$ cat src/chg_otc_pkg.sv
// package: register map, field positions, reset values, timing and types
package chg_otc_pkg;

	// ==========================================================
	// register bus
	localparam int           ADDR_W      = 8;
	localparam int           DATA_W      = 16;
	localparam logic [7:0]   ADDR_CONFIG = 8'h00;
	localparam logic [7:0]   ADDR_DBTIME = 8'h01;
	localparam logic [7:0]   ADDR_OTCTHR = 8'h02;
	localparam logic [7:0]   ADDR_OTCREC = 8'h03;
	localparam logic [7:0]   ADDR_OTCDLY = 8'h04;
	localparam logic [7:0]   ADDR_ALMSTA = 8'h05;
	localparam logic [7:0]   ADDR_ALMENA = 8'h06;
	localparam logic [7:0]   ADDR_STATUS = 8'h07;
	localparam logic [7:0]   ADDR_RECCMD = 8'h0A;
	localparam logic [7:0]   ADDR_REGOUT = 8'h69;

	// ==========================================================
	// field positions
	localparam int           CFG_CHGDET_EN   = 0;
	localparam int           CFG_OTC_EN      = 1;
	localparam int           CFG_OTC_FET     = 2;
	localparam int           CFG_OSC_OFF     = 3;
	localparam int           ALM_CHANGE      = 0;
	localparam int           STA_RAW         = 0;
	localparam int           STA_DEBOUNCED   = 1;
	localparam int           STA_OTC_ALERT   = 2;
	localparam int           STA_OTC_FAULT   = 3;
	localparam int           STA_OSC_REQ     = 4;
	localparam int           REC_TEMP        = 0;
	localparam int           REGOUT_BIAS_ON  = 0;

	// ==========================================================
	// reset values
	localparam logic [3:0]   CONFIG_RST = 4'h0;
	localparam logic [7:0]   DBTIME_RST = 8'h01;
	localparam logic [7:0]   OTCTHR_RST = 8'h00;
	localparam logic [7:0]   OTCREC_RST = 8'h00;
	localparam logic [7:0]   OTCDLY_RST = 8'h00;
	localparam logic         ALMENA_RST = 1'b0;
	localparam logic         REGOUT_RST = 1'b0;

	// ==========================================================
	// thresholds: one setting step is this many adc counts
	localparam logic [15:0]  THR_STEP = 16'h0036;

	// ==========================================================
	// debounce timebase: one tick every 100 ms at 250 MHz
	localparam int           TICK_MS      = 100;
	localparam int           CLK_KHZ      = 250000;
	localparam int           TICK_CYCLES  = TICK_MS * CLK_KHZ;

	// ==========================================================
	// types
	typedef enum logic [2:0] {
		OTC_NORMAL = 3'b001,
		OTC_ALERT  = 3'b010,
		OTC_TRIP   = 3'b100
	} otc_state_e;

	typedef struct packed {
		logic        valid;
		logic [15:0] result;
	} therm_meas_s;

	typedef struct packed {
		logic [ADDR_W-1:0] addr;
		logic [DATA_W-1:0] wdata;
		logic              wr;
		logic              rd;
	} reg_req_s;

endpackage

$ cat src/chg_otc_protect.sv
// charge-pin detector debounce and charge overtemperature protection
//
// How it works
// RQ1 - detector evaluated only when enable bit set
// RQ2 - raw detector value readable at any time
// RQ3 - debounced copy after stable beyond interval
// RQ4 - debounce interval counts 100 ms ticks
// RQ5 - change of debounced value sets alarm flag
// RQ6 - alert output gated by alarm enable mask
// RQ7 - writing one clears alarm flag
// RQ8 - mismatch wakes oscillator to time debounce
// RQ9 - deep sleep: oscillator off after new value
// RQ10 - alert when thermistor result below threshold
// RQ11 - thresholds are 54-count steps up to 13770
// RQ12 - overtemp detection only when enabled
// RQ13 - fault after configured consecutive alert measurements
// RQ14 - in sleep evaluate only during bursts
// RQ15 - alert holds normal mode until resolved
// RQ16 - trip clears alert, sets fault status
// RQ17 - fault turns charge fet off if configured
// RQ18 - recovery at or above recovery threshold
// RQ19 - zero recovery threshold needs host command
// RQ20 - thermistor bias during measurement or when forced
//
// Implementation choices: the plain strobed port and the register addresses.
`timescale 1ns/1ps

module chg_otc_protect #(
	parameter int TICK_COUNT = chg_otc_pkg::TICK_CYCLES
) (
	input  wire logic                     clk_sys,
	input  wire logic                     rst,
	input  wire chg_otc_pkg::reg_req_s    regReq,
	output logic [chg_otc_pkg::DATA_W-1:0] regRdata_q,
	input  wire logic                     chgDetectPin,
	input  wire logic                     lowestPowerState,
	input  wire logic                     sleepMode,
	input  wire logic                     sleepBurst,
	input  wire logic                     thermMeasuring,
	input  wire chg_otc_pkg::therm_meas_s thermMeas,
	output logic                          alert_q,
	output logic                          chargeFetOff_q,
	output logic                          oscRequest_q,
	output logic                          normalModeReq_q,
	output logic                          thermBias_q
);
	import chg_otc_pkg::*;

	// ==========================================================
	// register state
	logic [3:0]  config_q;
	logic [7:0]  dbTime_q;
	logic [7:0]  otcThr_q;
	logic [7:0]  otcRec_q;
	logic [7:0]  otcDly_q;
	logic        almEnable_q;
	logic        changeAlarm_q;
	logic        biasOn_q;
	logic        tempRecReq;
	logic        wrEn;
	logic        rdEn;

	assign wrEn = regReq.wr;
	assign rdEn = regReq.rd;

	// per-register write strobes
	logic wrConfig;
	logic wrDbTime;
	logic wrOtcThr;
	logic wrOtcRec;
	logic wrOtcDly;
	logic wrAlmSta;
	logic wrAlmEna;
	logic wrRecCmd;
	logic wrRegOut;

	// status and unmapped offsets decode to no strobe at all
	assign wrConfig = wrEn && regReq.addr == ADDR_CONFIG;
	assign wrDbTime = wrEn && regReq.addr == ADDR_DBTIME;
	assign wrOtcThr = wrEn && regReq.addr == ADDR_OTCTHR;
	assign wrOtcRec = wrEn && regReq.addr == ADDR_OTCREC;
	assign wrOtcDly = wrEn && regReq.addr == ADDR_OTCDLY;
	assign wrAlmSta = wrEn && regReq.addr == ADDR_ALMSTA;
	assign wrAlmEna = wrEn && regReq.addr == ADDR_ALMENA;
	assign wrRecCmd = wrEn && regReq.addr == ADDR_RECCMD;
	assign wrRegOut = wrEn && regReq.addr == ADDR_REGOUT;

	// host recovery command is a write pulse, never stored
	assign tempRecReq = wrRecCmd && regReq.wdata[REC_TEMP]; // RQ19

	// enable, fet control and deep-sleep oscillator bits
	always_ff @(posedge clk_sys or posedge rst) begin
		if (rst) begin
			config_q <= CONFIG_RST;
		end else if (wrConfig) begin
			config_q <= regReq.wdata[3:0];
		end
	end

	// debounce interval in 100 ms ticks
	always_ff @(posedge clk_sys or posedge rst) begin
		if (rst) begin
			dbTime_q <= DBTIME_RST;
		end else if (wrDbTime) begin
			dbTime_q <= regReq.wdata[7:0]; // RQ4
		end
	end

	// overtemperature threshold step
	always_ff @(posedge clk_sys or posedge rst) begin
		if (rst) begin
			otcThr_q <= OTCTHR_RST;
		end else if (wrOtcThr) begin
			otcThr_q <= regReq.wdata[7:0]; // RQ11
		end
	end

	// recovery threshold step; zero means host recovery only
	always_ff @(posedge clk_sys or posedge rst) begin
		if (rst) begin
			otcRec_q <= OTCREC_RST;
		end else if (wrOtcRec) begin
			otcRec_q <= regReq.wdata[7:0]; // RQ11
		end
	end

	// consecutive measurements before a trip
	always_ff @(posedge clk_sys or posedge rst) begin
		if (rst) begin
			otcDly_q <= OTCDLY_RST;
		end else if (wrOtcDly) begin
			otcDly_q <= regReq.wdata[7:0]; // RQ13
		end
	end

	// alarm mask for the alert output
	always_ff @(posedge clk_sys or posedge rst) begin
		if (rst) begin
			almEnable_q <= ALMENA_RST;
		end else if (wrAlmEna) begin
			almEnable_q <= regReq.wdata[ALM_CHANGE]; // RQ6
		end
	end

	// forced thermistor bias from the regulator control command
	always_ff @(posedge clk_sys or posedge rst) begin
		if (rst) begin
			biasOn_q <= REGOUT_RST;
		end else if (wrRegOut) begin
			biasOn_q <= regReq.wdata[REGOUT_BIAS_ON]; // RQ20
		end
	end

	logic charge_detect_enable;
	logic otcEn;
	logic otcFetCtrl;
	logic oscOffSleep;

	assign charge_detect_enable    = config_q[CFG_CHGDET_EN];
	assign otcEn       = config_q[CFG_OTC_EN];
	assign otcFetCtrl  = config_q[CFG_OTC_FET];
	assign oscOffSleep = config_q[CFG_OSC_OFF];

	// ==========================================================
	// charge-pin detector: synchroniser
	logic syncA_q;
	logic rawDet_q;

	// two flops before anything reads the pin
	always_ff @(posedge clk_sys or posedge rst) begin
		if (rst) begin
			syncA_q  <= 1'b0;
			rawDet_q <= 1'b0;
		end else begin
			syncA_q  <= chgDetectPin;
			rawDet_q <= syncA_q;
		end
	end

	// ==========================================================
	// 100 ms timebase
	logic [31:0] tickCnt_q;
	logic        tick;

	assign tick = tickCnt_q == 32'(TICK_COUNT - 1);

	// free-running tick divider
	always_ff @(posedge clk_sys or posedge rst) begin
		if (rst) begin
			tickCnt_q <= 32'h0000_0000;
		end else if (tick) begin
			tickCnt_q <= 32'h0000_0000;
		end else begin
			tickCnt_q <= tickCnt_q + 32'h0000_0001;
		end
	end

	// ==========================================================
	// debounce
	logic       debounced_q;
	logic [8:0] dbCnt_q;
	logic       mismatch;
	logic       latchNew;
	logic [7:0] dbLimit;

	// a setting of zero is treated as one tick
	assign dbLimit  = (dbTime_q == 8'h00) ? 8'h01 : dbTime_q; // RQ4
	assign mismatch = charge_detect_enable && rawDet_q != debounced_q; // RQ1
	// latch once a whole extra tick passes beyond the limit
	assign latchNew = mismatch && tick
		&& dbCnt_q == {1'b0, dbLimit}; // RQ3

	// count ticks while raw differs; any bounce restarts the count
	always_ff @(posedge clk_sys or posedge rst) begin
		if (rst) begin
			dbCnt_q <= 9'h000;
		end else if (!mismatch || latchNew) begin
			dbCnt_q <= 9'h000;
		end else if (tick) begin
			dbCnt_q <= dbCnt_q + 9'h001; // RQ4
		end
	end

	// debounced value follows raw after a stable interval
	always_ff @(posedge clk_sys or posedge rst) begin
		if (rst) begin
			debounced_q <= 1'b0;
		end else if (latchNew) begin
			debounced_q <= rawDet_q; // RQ3
		end
	end

	// change alarm: set wins over a same-cycle write-one clear
	always_ff @(posedge clk_sys or posedge rst) begin
		if (rst) begin
			changeAlarm_q <= 1'b0;
		end else if (latchNew) begin
			changeAlarm_q <= 1'b1; // RQ5
		end else if (wrAlmSta && regReq.wdata[ALM_CHANGE]) begin
			changeAlarm_q <= 1'b0; // RQ7
		end
	end

	// alert pin driven by the masked alarm
	always_ff @(posedge clk_sys or posedge rst) begin
		if (rst) begin
			alert_q <= 1'b0;
		end else begin
			alert_q <= changeAlarm_q && almEnable_q; // RQ6
		end
	end

	// oscillator request: wake on mismatch, drop in deep sleep after latch
	always_ff @(posedge clk_sys or posedge rst) begin
		if (rst) begin
			oscRequest_q <= 1'b0;
		end else if (mismatch && !latchNew) begin
			oscRequest_q <= 1'b1; // RQ8
		end else if (latchNew && lowestPowerState && oscOffSleep) begin
			oscRequest_q <= 1'b0; // RQ9
		end else if (!lowestPowerState) begin
			oscRequest_q <= mismatch;
		end
	end

	// ==========================================================
	// charge overtemperature protection
	otc_state_e  otcState_q;
	logic [7:0]  alertCnt_q;
	logic [15:0] thrCounts;
	logic [15:0] recCounts;
	logic        measTake;
	logic        below;
	logic        recovered;

	assign thrCounts = 16'(otcThr_q * THR_STEP); // RQ11
	assign recCounts = 16'(otcRec_q * THR_STEP); // RQ11
	// sleep mode only sees results taken inside a burst
	assign measTake  = thermMeas.valid && (!sleepMode || sleepBurst); // RQ14
	assign below     = thermMeas.result < thrCounts; // RQ10
	assign recovered = (otcRec_q != 8'h00 && measTake
		&& thermMeas.result >= recCounts) // RQ18
		|| (otcRec_q == 8'h00 && tempRecReq); // RQ19

	// normal, alert and trip sequencing
	always_ff @(posedge clk_sys or posedge rst) begin
		if (rst) begin
			otcState_q <= OTC_NORMAL;
			alertCnt_q <= 8'h00;
		end else if (!otcEn) begin
			otcState_q <= OTC_NORMAL; // RQ12
			alertCnt_q <= 8'h00;
		end else begin
			unique case (otcState_q)
				OTC_NORMAL: begin
					if (measTake && below) begin
						alertCnt_q <= 8'h00;
						if (otcDly_q == 8'h00) begin
							otcState_q <= OTC_TRIP; // RQ13
						end else begin
							otcState_q <= OTC_ALERT; // RQ10
						end
					end
				end
				OTC_ALERT: begin
					if (measTake && !below) begin
						otcState_q <= OTC_NORMAL; // RQ10
					end else if (measTake) begin
						if (alertCnt_q + 8'h01 == otcDly_q) begin
							otcState_q <= OTC_TRIP; // RQ13
						end else begin
							alertCnt_q <= alertCnt_q + 8'h01;
						end
					end
				end
				OTC_TRIP: begin
					if (recovered) begin
						otcState_q <= OTC_NORMAL; // RQ18
					end
				end
			endcase
		end
	end

	logic otcAlert;
	logic otcFault;

	assign otcAlert = otcState_q == OTC_ALERT; // RQ16
	assign otcFault = otcState_q == OTC_TRIP; // RQ16

	// fet, mode and bias outputs
	always_ff @(posedge clk_sys or posedge rst) begin
		if (rst) begin
			chargeFetOff_q  <= 1'b0;
			normalModeReq_q <= 1'b0;
			thermBias_q     <= 1'b0;
		end else begin
			chargeFetOff_q  <= otcFault && otcFetCtrl; // RQ17
			normalModeReq_q <= otcAlert; // RQ15
			thermBias_q     <= thermMeasuring || biasOn_q; // RQ20
		end
	end

	// ==========================================================
	// read data, valid in the cycle after the read strobe
	logic [DATA_W-1:0] rdMux;

	always_comb begin
		rdMux = '0;
		unique case (regReq.addr)
			ADDR_CONFIG: rdMux = {12'h000, config_q};
			ADDR_DBTIME: rdMux = {8'h00, dbTime_q};
			ADDR_OTCTHR: rdMux = {8'h00, otcThr_q};
			ADDR_OTCREC: rdMux = {8'h00, otcRec_q};
			ADDR_OTCDLY: rdMux = {8'h00, otcDly_q};
			ADDR_ALMSTA: rdMux = {15'h0000, changeAlarm_q};
			ADDR_ALMENA: rdMux = {15'h0000, almEnable_q};
			ADDR_STATUS: rdMux = {11'h000, oscRequest_q, otcFault,
				otcAlert, debounced_q, rawDet_q}; // RQ2
			ADDR_REGOUT: rdMux = {15'h0000, biasOn_q};
			default:     rdMux = '0;
		endcase
	end

	// read data register: zero unless a read was strobed
	always_ff @(posedge clk_sys or posedge rst) begin
		if (rst) begin
			regRdata_q <= '0;
		end else if (rdEn) begin
			regRdata_q <= rdMux;
		end else begin
			regRdata_q <= '0;
		end
	end

endmodule

$ cat config.mk
export PLATFORM = sky130hd
export DESIGN_NAME = chg_otc_protect
export DESIGN_NICKNAME = d
export VERILOG_FILES = /design/src/chg_otc_pkg.sv /design/src/chg_otc_protect.sv
export SDC_FILE = /design/constraint.sdc
export NUM_CORES = 1
export LEC_CHECK = 0
export ABC_AREA = 1
export BUFFER_PORTS_ARGS = -buffer_cell sky130_fd_sc_hd__buf_2
export CAP_MARGIN = 40
export CORE_MARGIN = 8
export CORE_UTILIZATION = 45
export CTS_CLUSTER_SIZE = 28
export DETAILED_ROUTE_END_ITERATION = 10
export PLACE_DENSITY = 0.65
export SKIP_CTS_REPAIR_TIMING = 1
export SLEW_MARGIN = 20
export SYNTH_ARGS = -nofsm -noshare
export SYNTH_HDL_FRONTEND = slang
export SYNTH_SLANG_ARGS = --single-unit
$ cat constraint.sdc
create_clock -name clk_sys -period 13.35 [get_ports clk_sys]
set_input_delay 1.335 -clock clk_sys [delete_from_list [all_inputs] [get_ports clk_sys]]
set_output_delay 1.335 -clock clk_sys [all_outputs]
set_load 0.05 [all_outputs]
# ---- Word-level counts from Yosys, hierarchy flattened
# Index checks and enable logic that the tools add are counted.
dict set report word_totals {
  register_bits 115
  output_inout_bits 21
  input_bits 50
  elab_cells 120
}
dict set report op_classes {
  multipliers 2
  n_mux 25
  reduce_logical 42
  eq_ne 25
  n_addsub 3
  n_lt_le_gt_ge 2
}
# operator count
set ops {}
lappend ops {{case mux 8 bit (9 select lines)} 1}
lappend ops {{two-way mux 8 bit} 7}
lappend ops {{adder 32 x 1 -> 32 bit, second input constant} 1}
lappend ops {{== test 32 x 25 -> 1 bit, second input constant} 1}
lappend ops {{== test 8 x 3 -> 1 bit, second input constant} 4}
lappend ops {{logical NOT 8 bit} 4}
lappend ops {{two-way mux 32 bit} 1}
lappend ops {{multiplier 8 x 5 -> 13 bit, second input constant} 2}
lappend ops {{logical AND 1 bit} 25}
lappend ops {{two-way mux 3 bit} 7}
lappend ops {{two-way mux 9 bit} 2}
lappend ops {{== test 8 x 2 -> 1 bit, second input constant} 2}
lappend ops {{>= comparator 16 x 14 -> 1 bit} 1}
lappend ops {{< comparator 16 x 14 -> 1 bit} 1}
lappend ops {{case mux 8 bit (2 select lines)} 1}
lappend ops {{!= test 3 bit, second input constant} 5}
lappend ops {{adder 9 x 1 -> 9 bit, second input constant} 1}
lappend ops {{== test 9 x 8 -> 1 bit} 1}
lappend ops {{case mux 3 bit (3 select lines)} 1}
lappend ops {{adder 8 x 1 -> 8 bit, second input constant} 1}
lappend ops {{== test 8 x 1 -> 1 bit, second input constant} 1}
lappend ops {{== test 8 x 4 -> 1 bit, second input constant} 1}
lappend ops {{== test 8 x 7 -> 1 bit, second input constant} 1}
lappend ops {{== test 8 bit} 1}
lappend ops {{14 further kinds} 26}

# ---- Depth between registers and ports, before layout
# Gate-level depths: netlist of run 1.
dict set report depth {
  word_depth 9
  ltp_mapped 26
  ltp_nobuf 26
}

# ---- Worst setup path after synthesis of run 1
# No wires, ideal clock.
dict set report synth_path {
  kind {reg-to-reg}
  startpoint {reg otcThr_q[4]}
  endpoint {reg alertCnt_q[2]}
  path_slack_ps 9063
  path_buffers 0
  required_time_ps 13232
  arrival_ps 4169
  setup_ps 118
  synth_period_minus_slack_ps 4287
  stages_incl_launch_ff 24
  cell_sequence {dfrtp_1 -> ha_1 -> fa_1 -> inv_1 -> fa_1 -> inv_1 -> ha_1 -> a21oi_1 -> o21ai_0 -> a21oi_1 -> nor2_1 -> nor2_1 -> xor2_1 -> ha_1 -> nand2_1 -> inv_1 -> nand2_1 -> nand2_1 -> a21oi_1 -> nand3_1 -> a21oi_2 -> nand3_4 -> nand2_1 -> nand2_1}
}
dict set report synth_via {
  elab_chain_len 6
  elab_cells_between_ends 8
  classes_between {1 x mul; 1 x order compare; 2 x eq/ne; 4 x reduce/logical}
}
# element line
set synth_rtl {}
lappend synth_rtl {{start, declared} chg_otc_protect.sv:53} ;# logic [7:0] otcThr_q;
lappend synth_rtl {{start signal, assigned} chg_otc_protect.sv:114} ;# otcThr_q <= regReq.wdata[7:0];
lappend synth_rtl {{multiplier 8 x 5 -> 13 bit (*)} chg_otc_protect.sv:276} ;# assign thrCounts = 16'(otcThr_q * THR_STEP);
lappend synth_rtl {{< comparator 16 x 14 -> 1 bit (*)} chg_otc_protect.sv:280} ;# assign below = thermMeas.result < thrCounts;
lappend synth_rtl {{logical NOT 1 bit} chg_otc_protect.sv:306} ;# if (measTake && !below) begin
lappend synth_rtl {{logical AND 1 bit} chg_otc_protect.sv:306}
lappend synth_rtl {{!= test 3 bit (no source line)} --}
lappend synth_rtl {{AND reduction 5 bit (no source line) (*)} --}
lappend synth_rtl {{end signal, assigned} chg_otc_protect.sv:312} ;# alertCnt_q <= alertCnt_q + 8'h01;
lappend synth_rtl {{end, declared} chg_otc_protect.sv:269} ;# logic [7:0] alertCnt_q;
# Mark *: on every way between the ends. The rest lies on a longest branch, timed or not.
# A chain may end at the register's enable or synchronous reset.

# ---- Worst setup path in the final report of run 1
dict set report layout_path {
  startpoint {reg otcThr_q[2]}
  endpoint {reg alertCnt_q[3]}
}
# Same word-level chain as after synthesis.

==> flow_summary.ini, run 1 <==
[placement]
place_hpwl_um = 16900
gp_congestion = 0.905
dp_slack_ns = 8.34
port_buffers = 54
place_area_um2 = 9000

[detailed_routing]
vias_per_cell = 5.19
antenna_left = 0
drc = 0
wirelength_um = 20800
wl_per_cell_um = 14.8
drt_first_pass_iters = 5
vias = 7313
drt_iter0_markers = 520

[sta]
grt_setup_unrepaired = no
setup_viol = 0
tightest_slew_ns = 0.648
worst_clock_skew_ns = 0.0123
finalCriticalPeriod_ns = 5.04
fin_setup_tns_ns = 0
final.setup.worst_slack_ns = 8.31
slew_headroom = 0.567
timing.fmax_mhz = 198
hold_ws_ns = 0.354
hold_viol_final = 0
post-route-period-util = 0.377
finalMaxSlewViolations = 0

[worst_setup_path]
worst-setup-path-type = register to register
required_ns = 13.60
critPathCaptureType = register
worstSetupStartpointType = register
cp.arrival_ns = 5.29
path_max_fanout = 8

[clock_tree]
cts_buffers = 9
cts.sinks = 107
cts_root_buffer = clkbuf_16
clkTransAtPathRegs_ns = 0.07
clk_path_buf_depth = 2
cts-htree-levels = 3
clk_latency_ns = 0.36
cts_tree = built

[power]
p_int_uw = 529
p_comb_frac = 0.181
p_clk_frac = 0.367
p_seq_frac = 0.452
ir_drop_mv = 0.0441
swShare = 0.298
total_switching_power_uw = 225
powerDensity_nw_per_um2 = 81.0
leakage_nw = 4.84

[floorplanning]
num_rows = 50
die_area_um2 = 23400
die_h_um = 153
fp.coreArea_um2 = 18600
io_pins = 71
fp.dieW_um = 153
start_util = 0.455

[final_layout]
layout.nets = 1323
final_core_util = 0.501
area_growth_syn_to_layout_pct = 9.95
final_area_um2 = 9300
fill_cells = 1821
layout-drive-gt1-share = 0.105

[global_routing]
antenna_found_initial = 1
grt_usage = 0.183
grt_pass1_vias = 6833
grt_pass1_wl_um = 34900
grt_max_degree = 51
grt_overflow = 0

[synth]
synthesis.area_um2 = 8460
syn_inst = 1111
synth.avg_cell_area_um2 = 7.61
ys_seq_elements = 107
ys_warn_count = 0
yosysSeqAreaShare = 0.317
ys_types = 50

[hold_path]
min_path_type = register to register

[outcome]
outcome = completed

[job]
maxCapViolCount = 0
worst paths after layout:
check,start,slack (ns),end,cells past startpoint
max in group asynchronous,rst,11.29,dbTime_q[0]$_DFFE_PP1P_,4
min in group asynchronous,rst,1.01,tickCnt_q[30]$_DFF_PP0_,2
hold reg to reg,syncA_q$_DFF_PP0_,0.35,rawDet_q$_DFF_PP0_,0
setup / recovery,otcThr_q[2]$_DFFE_PP0P_,8.31,alertCnt_q[3]$_DFFE_PP0P_,21
hold / removal,syncA_q$_DFF_PP0_,0.35,rawDet_q$_DFF_PP0_,0
setup reg to reg,otcThr_q[2]$_DFFE_PP0P_,8.31,alertCnt_q[3]$_DFFE_PP0P_,21
layout by cell type (no fill, tap or decap), types with 3 or more instances in the layout:
cell and instances:
o21bai_1 4, a21oi_1 45, fa_1 16, a31oi_1 4, inv_2 14, inv_1 170, conb_1 8, nor2_1 83
o21ai_0 43, nand4_1 36, nor4_1 7, nor3_1 34, dfrtp_1 105, xnor2_1 15, o31ai_1 3, nand3_4 3
nand3b_1 4, clkbuf_16 9, nand3_2 5, ha_1 87, nand2_2 7, o21ai_1 11, xor2_1 39, a21o_1 3
nand3_1 68, nand2_1 248, and3_1 4, o22ai_1 7, buf_2 54, nor2_2 5
cell families (layout without fill, tap and decap cells):
| logic type | count (synthesis) | in the layout | synth area share |
|---|---|---|---|
| other | 1 | 9 | 0.000443 |
| buffers and inverters | 201 | 258 | 0.0932 |
| xor gates and xnor gates | 54 | 54 | 0.0559 |
| AOI/OAI and AO/OA | 129 | 129 | 0.0853 |
| adders and majority gates | 103 | 103 | 0.167 |
| and+or+nand+nor | 516 | 516 | 0.282 |
| DFF | 107 | 107 | 0.317 |
power by group through the flow:
stage | Clock, mW | Sequential (mW) | Combinational (mW)
after floorplan | 0 | 0.345 | 0.102
after CTS | 0.282 | 0.340 | 0.138
after detailed placement | 0 | 0.347 | 0.137
after global placement | 0 | 0.347 | 0.134
final | 0.277 | 0.340 | 0.137
after global routing | 0.294 | 0.342 | 0.158
sequential cells by signal, summed over array words and instances, names as in the netlist:
register,count
alertCnt_q,8
alert_q,1
almEnable_q,1
biasOn_q,1
changeAlarm_q,1
chargeFetOff_q,1
config_q,4
dbCnt_q,9
dbTime_q,8
debounced_q,1
normalModeReq_q,1
oscRequest_q,1
otcDly_q,8
otcRec_q,8
otcState_q,3
otcThr_q,8
rawDet_q,1
regRdata_q,8
syncA_q,1
thermBias_q,1
tickCnt_q,32
critical path: stages (launching register included):
cell and delay, ns:
dfrtp_1 0.45, ha_1 0.35, fa_1 0.52, inv_1 0.05, fa_1 0.50, inv_1 0.04
ha_1 0.31, a21oi_1 0.21, o21ai_0 0.15, a21oi_1 0.22, nor2_1 0.06, nor2_1 0.11
xor2_1 0.16, ha_1 0.26, a21oi_1 0.16, nand2_1 0.07, a21oi_1 0.30, nand3_1 0.19
a21oi_2 0.45, nand3_4 0.19, nand2_1 0.09, nand2_1 0.05
synth_stat cells (all sizes together):
cell type	instances	area share
o221ai	2	0.0021
ha	87	0.13
nor3	37	0.024
o21bai	4	0.0035
buf	10	0.0083
fa	16	0.038
or2	3	0.0025
nand2	256	0.12
nor2	90	0.043
nand3	76	0.052
clkbuf	5	0.0022
and3	4	0.0030
a21o	3	0.0027
a221oi	1	0.0010
o22ai	7	0.0052
xnor2	15	0.016
o211ai	1	0.00089
inv	185	0.082
dfrtp	105	0.31
conb	1	0.00044
o21ai	55	0.033
a21oi	47	0.030
nor4	8	0.0067
nand4	37	0.028
a31oi	4	0.0030
clkinv	1	0.00059
nor3b	1	0.0015
nand3b	4	0.0035
a211oi	2	0.0018
o31ai	3	0.0027
dfstp	2	0.0062
xor2	39	0.040
routing by layer:
| metal | wire [µm] | track usage |
|---|---|---|
| met4 | 313 | 0.0533 |
| met5 | 0 | 0 |
| met2 | 9100 | 0.277 |
| met1 | 10400 | 0.265 |
| met3 | 990 | 0.0254 |
through the flow:
step                power [mW]  cells
CTS                      0.761   1409
finish                   0.754   1410
global route             0.794   1410
floorplan                0.447   1118
global placement         0.481   1392
detailed placement       0.484   1393
final cells by class:
cell class                      count  area, µm²  share of cell area
Sequential cell                   107       2680               0.288
Multi-Input combinational cell    810       5020               0.539
Timing Repair Buffer               56        305              0.0328
Clock inverter                      6       72.6             0.00780
Tap cell                          234        293              0.0315
Inverter                          186        702              0.0755
Antenna cell                        1       2.50            0.000269
Clock buffer                       10        229              0.0246
(Power assumes the default switching activity.)
==> inputs of run 2 (changes only) <==
--- a/config.mk
+++ b/config.mk
@@ -5,7 +5,7 @@
 export SDC_FILE = /design/constraint.sdc
 export NUM_CORES = 1
 export LEC_CHECK = 0
-export ABC_AREA = 1
+export ABC_AREA = 0
 export BUFFER_PORTS_ARGS = -buffer_cell sky130_fd_sc_hd__buf_2
 export CAP_MARGIN = 40
 export CORE_MARGIN = 8
==> constraint.sdc (replaced) <==
create_clock -name clk_sys -period 4.7 [get_ports clk_sys]
set_input_delay 0.47 -clock clk_sys [delete_from_list [all_inputs] [get_ports clk_sys]]
set_output_delay 0.47 -clock clk_sys [all_outputs]
set_load 0.05 [all_outputs]
==> run 2 against run 1 <==
Against the previous run:
- first-iteration DRC count is 41% lower
- utilization rose by 3.3 points
- die area fell by 7.4%
- sequential share of layout area up 0.67 points
- critical path depth decreased by 1
- highest routed layer unchanged
==> flow_summary.ini, run 2 <==
[synth]
ys_top_cells_by_area = dfrtp_1 34%, ha_1 14%, mux2_2 5.4%
synth_top_area_share = 0.339
synth.most_common_cell = dfrtp_1
ys_types = 75
ys_top_cells_by_count = 105 x dfrtp_1, 87 x ha_1, 61 x inv_1
ys_async_sr_fraction = 1.00
ys_warn_count = 0
yosysSeqAreaShare = 0.345
ys_seq_elements = 107
synthesis.area_um2 = 7760
synth_flop_cell = dfrtp_1
synth.avg_cell_area_um2 = 9.93
syn_inst = 781
synth_edf_count = 0
yosysTopAreaCell = dfrtp_1

[final_layout]
largest_reg_flops = 32
final_area_um2 = 9100
final_cells = 1104
layout-drive-gt1-share = 0.246
area_growth_syn_to_layout_pct = 17.4
final_core_util = 0.534
layout.nets = 1027
mostFrequentLayoutCells = 102 x dfrtp_1, 74 x ha_1, 56 x inv_1
antennaDiodeCount = 0
max_flop_register = tickCnt_q
regArea_um2 = 2680
multi_input_area_um2 = 4930
final_common_cell = dfrtp_1
fill_cells = 1564
reg_top3 = tickCnt_q (32), dbCnt_q (9)

[power]
p_int_mw = 2.07
leakage_nw = 4.37
p_comb_frac = 0.415
p_seq_frac = 0.313
powerDensity_nw_per_um2 = 340
total_switching_power_mw = 1.03
swShare = 0.333
ir_drop_mv = 0.248
power_mw = 3.10
p_clk_frac = 0.273

[sta]
timing.fmax_mhz = 215
setup_viol = 0
tightest_slew_ns = 0.758
finalCriticalPeriod_ns = 4.65
grt_setup_unrepaired = yes
worst_clock_skew_ns = 0.00881
finalMaxSlewViolations = 0
post-route-period-util = 0.989
hold_ws_ns = 0.0905
slew_headroom = 0.487
hold_viol_final = 0

[clock_tree]
cts.sinks = 107
clkTransAtPathRegs_ns = 0.07
cts-htree-levels = 3
clk_latency_ns = 0.35
clk_path_buf_depth = 2
cts_root_buffer = clkbuf_16
cts_tree = built
cts_buffers = 9

[floorplanning]
fp.dieW_um = 147
die_area_um2 = 21700
die_h_um = 147
start_util = 0.455
fp.coreArea_um2 = 17100
num_rows = 48
io_pins = 71

[worst_setup_path]
worst-setup-path-type = register to register
cp.arrival_ns = 4.92
required_ns = 4.97
path_max_fanout = 5
worstSetupStartpointType = register
critPathCaptureType = register

[detailed_routing]
wirelength_um = 17800
antenna_left = 0
drc = 0
drt_iter0_markers = 305
vias_per_cell = 5.42
wl_per_cell_um = 16.1
vias = 5979
drt_first_pass_iters = 5

[placement]
dp_cells = 1085
place_hpwl_um = 14000
gp_congestion = 0.855
port_buffers = 54
place_area_um2 = 8540

[global_routing]
grt_max_degree = 46
grt_overflow = 0
grt_usage = 0.164
grt_pass1_wl_um = 29000
antenna_found_initial = 0
grt_pass1_vias = 5706

[outcome]
outcome = completed

[hold_path]
min_path_type = input pin to async pin

[job]
maxCapViolCount = 0
==> run 2: cell types whose count changed after synthesis, moves of 20 or more <==
cell and delta:
nor2_1 -31, mux2_2 +37, nand2_1 -203, nor3_1 -20, nand3_1 -38, inv_1 -110
==> run 2: worst paths after layout <==
kind	from	endpoint	slack, ns	cells past startpoint
worst max-delay path	otcThr_q[1]$_DFFE_PP0P_	alertCnt_q[5]$_DFFE_PP0P_	0.05	20
worst min-delay path	rst	tickCnt_q[3]$_DFF_PP0_	0.09	2
worst max register to register	otcThr_q[1]$_DFFE_PP0P_	alertCnt_q[5]$_DFFE_PP0P_	0.05	20
worst min register to register	syncA_q$_DFF_PP0_	rawDet_q$_DFF_PP0_	0.39	0
max in group asynchronous	rst	otcState_q[0]$_DFFE_PP1P_	3.78	3
min in group clk_sys	chgDetectPin	syncA_q$_DFF_PP0_	0.22	1
==> run 2: final cells by class <==
class                   count  share of cell area
clock buffers              12              0.0282
clock inverters             4             0.00880
inverters                  61              0.0254
multi-input cells         595               0.542
flip-flops and latches    107               0.295
well taps                 225              0.0309
repair buffers            100              0.0700
==> run 2: cells by family (layout without fill, tap and decap cells) <==
family,count (synthesis),in the layout,share of synthesized area
muxes,43,43,0.0615
AOI/OAI and AO/OA,127,127,0.113
xor gates and xnor gates,68,68,0.0768
and+or+nand+nor,246,246,0.173
buffers and inverters,86,177,0.0481
other,1,8,0.000483
DFF,107,107,0.345
adders and majority gates,103,103,0.182
==> run 2: layer usage <==
metal | up-vias | share of wire | track usage
li1 | 2962 | - | -
met1 | 2892 | 0.48 | 0.229
met2 | 110 | 0.46 | 0.254
met3 | 15 | 0.049 | 0.0372
met4 | 0 | 0.011 | 0.0367
met5 | - | 0 | 0
==> run 2: worst max-delay path: stages, from the launching register on <==
cell      delay (ns)
dfrtp_1         0.43
ha_4            0.26
fa_1            0.49
inv_1           0.05
fa_1            0.49
inv_2           0.05
ha_4            0.23
inv_2           0.06
o21ai_2         0.07
a2111o_1        0.43
a31o_2          0.26
a21oi_2         0.13
xor2_1          0.08
ha_2            0.19
a211o_1         0.24
a31oi_2         0.16
o21ai_2         0.12
nor2_4          0.16
nand2_2         0.11
or4_1           0.50
o21ai_1         0.08
==> run 2: through the flow <==
step	TNS, ns	setup slack (ns)
after floorplan	0	0.00838
after global placement	-1.28	-0.208
after detailed placement	-1.79	-0.256
after CTS	-2.02	-0.282
after global routing	-0.907	-0.167
final	0	0.0506
==> run 2: power by group through the flow <==
stage                     Combinational [mW]  Clock, mW  Sequential [mW]
after detailed placement                1.21          0            0.983
after floorplan                        0.859          0            0.980
after CTS                               1.22      0.863            0.965
final                                   1.28      0.845            0.968
after global placement                  1.19          0            0.983
after global routing                    1.46      0.895            0.972
==> inputs of run 3 (changes only) <==
--- a/config.mk
+++ b/config.mk
@@ -8,11 +8,13 @@
 export ABC_AREA = 0
 export BUFFER_PORTS_ARGS = -buffer_cell sky130_fd_sc_hd__buf_2
 export CAP_MARGIN = 40
+export CELL_PAD_IN_SITES_DETAIL_PLACEMENT = 1
+export CELL_PAD_IN_SITES_GLOBAL_PLACEMENT = 1
 export CORE_MARGIN = 8
 export CORE_UTILIZATION = 45
 export CTS_CLUSTER_SIZE = 28
 export DETAILED_ROUTE_END_ITERATION = 10
-export PLACE_DENSITY = 0.65
+export PLACE_DENSITY = 0.79
 export SKIP_CTS_REPAIR_TIMING = 1
 export SLEW_MARGIN = 20
 export SYNTH_ARGS = -nofsm -noshare
==> run 3 against run 2 <==
Against the previous run:
- the run now ends with negative setup slack left
- maximum frequency shrank 3.2%
- critical path depth unchanged
- clock skew is 0.0023 ns higher
- cell count increased by 0.82%
- die area unchanged
- combinational power grew 12%
- first-iteration DRC count fell by 24%
- non-clock buffer count increased by 8
- highest routed layer unchanged
==> flow_summary.ini, run 3 (synthesis gave the netlist of run 2 again) <==
[outcome]
outcome = finished, violations left
violations = negative setup slack

[final_layout]
layout-drive-gt1-share = 0.268
layout.nets = 1035
final_common_cell = dfrtp_1
fill_cells = 1921
area_growth_syn_to_layout_pct = 19.4
largest_reg_flops = 32
max_flop_register = tickCnt_q
final_core_util = 0.543
mostFrequentLayoutCells = 100 x dfrtp_1, 69 x ha_1, 54 x buf_2
final_area_um2 = 9260
reg_top3 = tickCnt_q (32), dbCnt_q (9)

[clock_tree]
cts_buffers = 9
clk_latency_ns = 0.35
clk_path_buf_depth = 2
cts_tree = built
cts_root_buffer = clkbuf_16
cts-htree-levels = 3
cts.sinks = 107
clkTransAtPathRegs_ns = 0.08

[detailed_routing]
drt_first_pass_iters = 7
vias = 6376
vias_per_cell = 5.73
wirelength_um = 22400
drt_iter0_markers = 233
antenna_left = 0
wl_per_cell_um = 20.1
drc = 0

[placement]
port_buffers = 54
gp_congestion = 0.848
place_area_um2 = 8560
place_hpwl_um = 16600
dp_slack_ns = -0.437

[worst_setup_path]
critPathCaptureType = register
cp.arrival_ns = 5.04
worst-setup-path-type = register to register
reg2reg_setup_slack_ns = -0.10
reg2reg_depth = 20
cp.depth = 20
critical-path-max-stage-delay_ns = 0.50
worstSetupStartpointType = register
required_ns = 4.93
endpoint = alertCnt_q[0]$_DFFE_PP0P_
r2r_end = alertCnt_q[0]$_DFFE_PP0P_
cp_num_buf_inv = 4
path_cells = buf_4 > ha_4 > fa_1 > inv_1 > fa_1 > inv_1 > ha_4 > a2111o_1 > a31o_2 > a21oi_2 > xor2_1 > ha_2 > a211o_1 > a31oi_2 > o21ai_2 > nor2_2 > buf_4 > o211ai_4 > and2_4 > mux2_4
crit_path_start = otcThr_q[2]$_DFFE_PP0P_
critPathTopFamily = adder cells
r2r-start = otcThr_q[2]$_DFFE_PP0P_
crit_slowest_cell = fa_1
path_max_fanout = 7

[floorplanning]
die_h_um = 147
die_area_um2 = 21700
start_util = 0.455
fp.dieW_um = 147
fp.coreArea_um2 = 17100
num_rows = 48
io_pins = 71

[sta]
setup_viol = 8
finalCriticalPeriod_ns = 4.80
grt_setup_unrepaired = yes
timing.fmax_mhz = 208
tightest_slew_ns = 0.889
slew_headroom = 0.399
post-route-period-util = 1.02
finalMaxSlewViolations = 0
final.setup.worst_slack_ns = -0.102
hold_viol_final = 0
worst_clock_skew_ns = 0.0111

[global_routing]
grt_usage = 0.196
grt_overflow = 0
grt_pass1_wl_um = 34500
antenna_found_initial = 1
grt_pass1_vias = 6716
grt_max_degree = 42

[power]
ir_drop_mv = 0.305
leakage_nw = 4.41
powerDensity_nw_per_um2 = 348

[hold_path]
min_path_type = input pin to async pin

[job]
maxCapViolCount = 0
run 3: worst min path at each step:
stage                       from                   endpoint  slack, ns
2_1_floorplan  syncA_q$_DFF_PP0_         rawDet_q$_DFF_PP0_       0.33
3_3_place_gp   syncA_q$_DFF_PP0_         rawDet_q$_DFF_PP0_       0.37
3_5_place_dp   syncA_q$_DFF_PP0_         rawDet_q$_DFF_PP0_       0.39
4_1_cts                      rst   chargeFetOff_q$_DFF_PP0_       0.11
5_1_grt                      rst   chargeFetOff_q$_DFF_PP0_       0.12
6_report                     rst  alertCnt_q[5]$_DFFE_PP0P_       0.11
run 3: worst reg2reg max path: stages (launching register included):
cell and delay [ns]:
dfrtp_2 0.43, buf_4 0.15, ha_4 0.23, fa_1 0.49
inv_1 0.07, fa_1 0.50, inv_1 0.07, ha_4 0.24
a2111o_1 0.40, a31o_2 0.27, a21oi_2 0.12, xor2_1 0.08
ha_2 0.19, a211o_1 0.23, a31oi_2 0.19, o21ai_2 0.12
nor2_2 0.18, buf_4 0.15, o211ai_4 0.11, and2_4 0.20
mux2_4 0.25
run 3: layout make-up:
class                   count  area, µm²  share of cell area
multi-input cells         595       5040               0.545
flip-flops and latches    107       2690               0.290
repair buffers            108        692              0.0747
well taps                 225        282              0.0304
clock buffers              10        239              0.0258
inverters                  61        234              0.0253
clock inverters             6       83.8             0.00905
diodes                      1       2.50            0.000270
run 3: metal layers:
metal	GRT usage	part of all wire
met5	0	0
met4	0.0474	0.020
met3	0.0415	0.046
met2	0.334	0.51
met1	0.248	0.43
run 3: through the flow:
stage	cells	hold slack, ns	total power, mW	setup TNS [ns]
global placement	1088	0.375	2.21	-1.42
detailed placement	1089	0.387	2.28	-3.45
global route	1113	0.124	3.44	-2.17
CTS	1105	0.108	3.10	-3.78
finish	1113	0.108	3.22	-0.427
floorplan	788	0.331	1.84	0
run 3: power by group:
part	total [mW]	internal [mW]	switching, mW
Combinational	1.44	0.687	0.757
Sequential	0.971	0.940	0.0306
Clock	0.809	0.441	0.369
Total	3.22	2.07	1.16
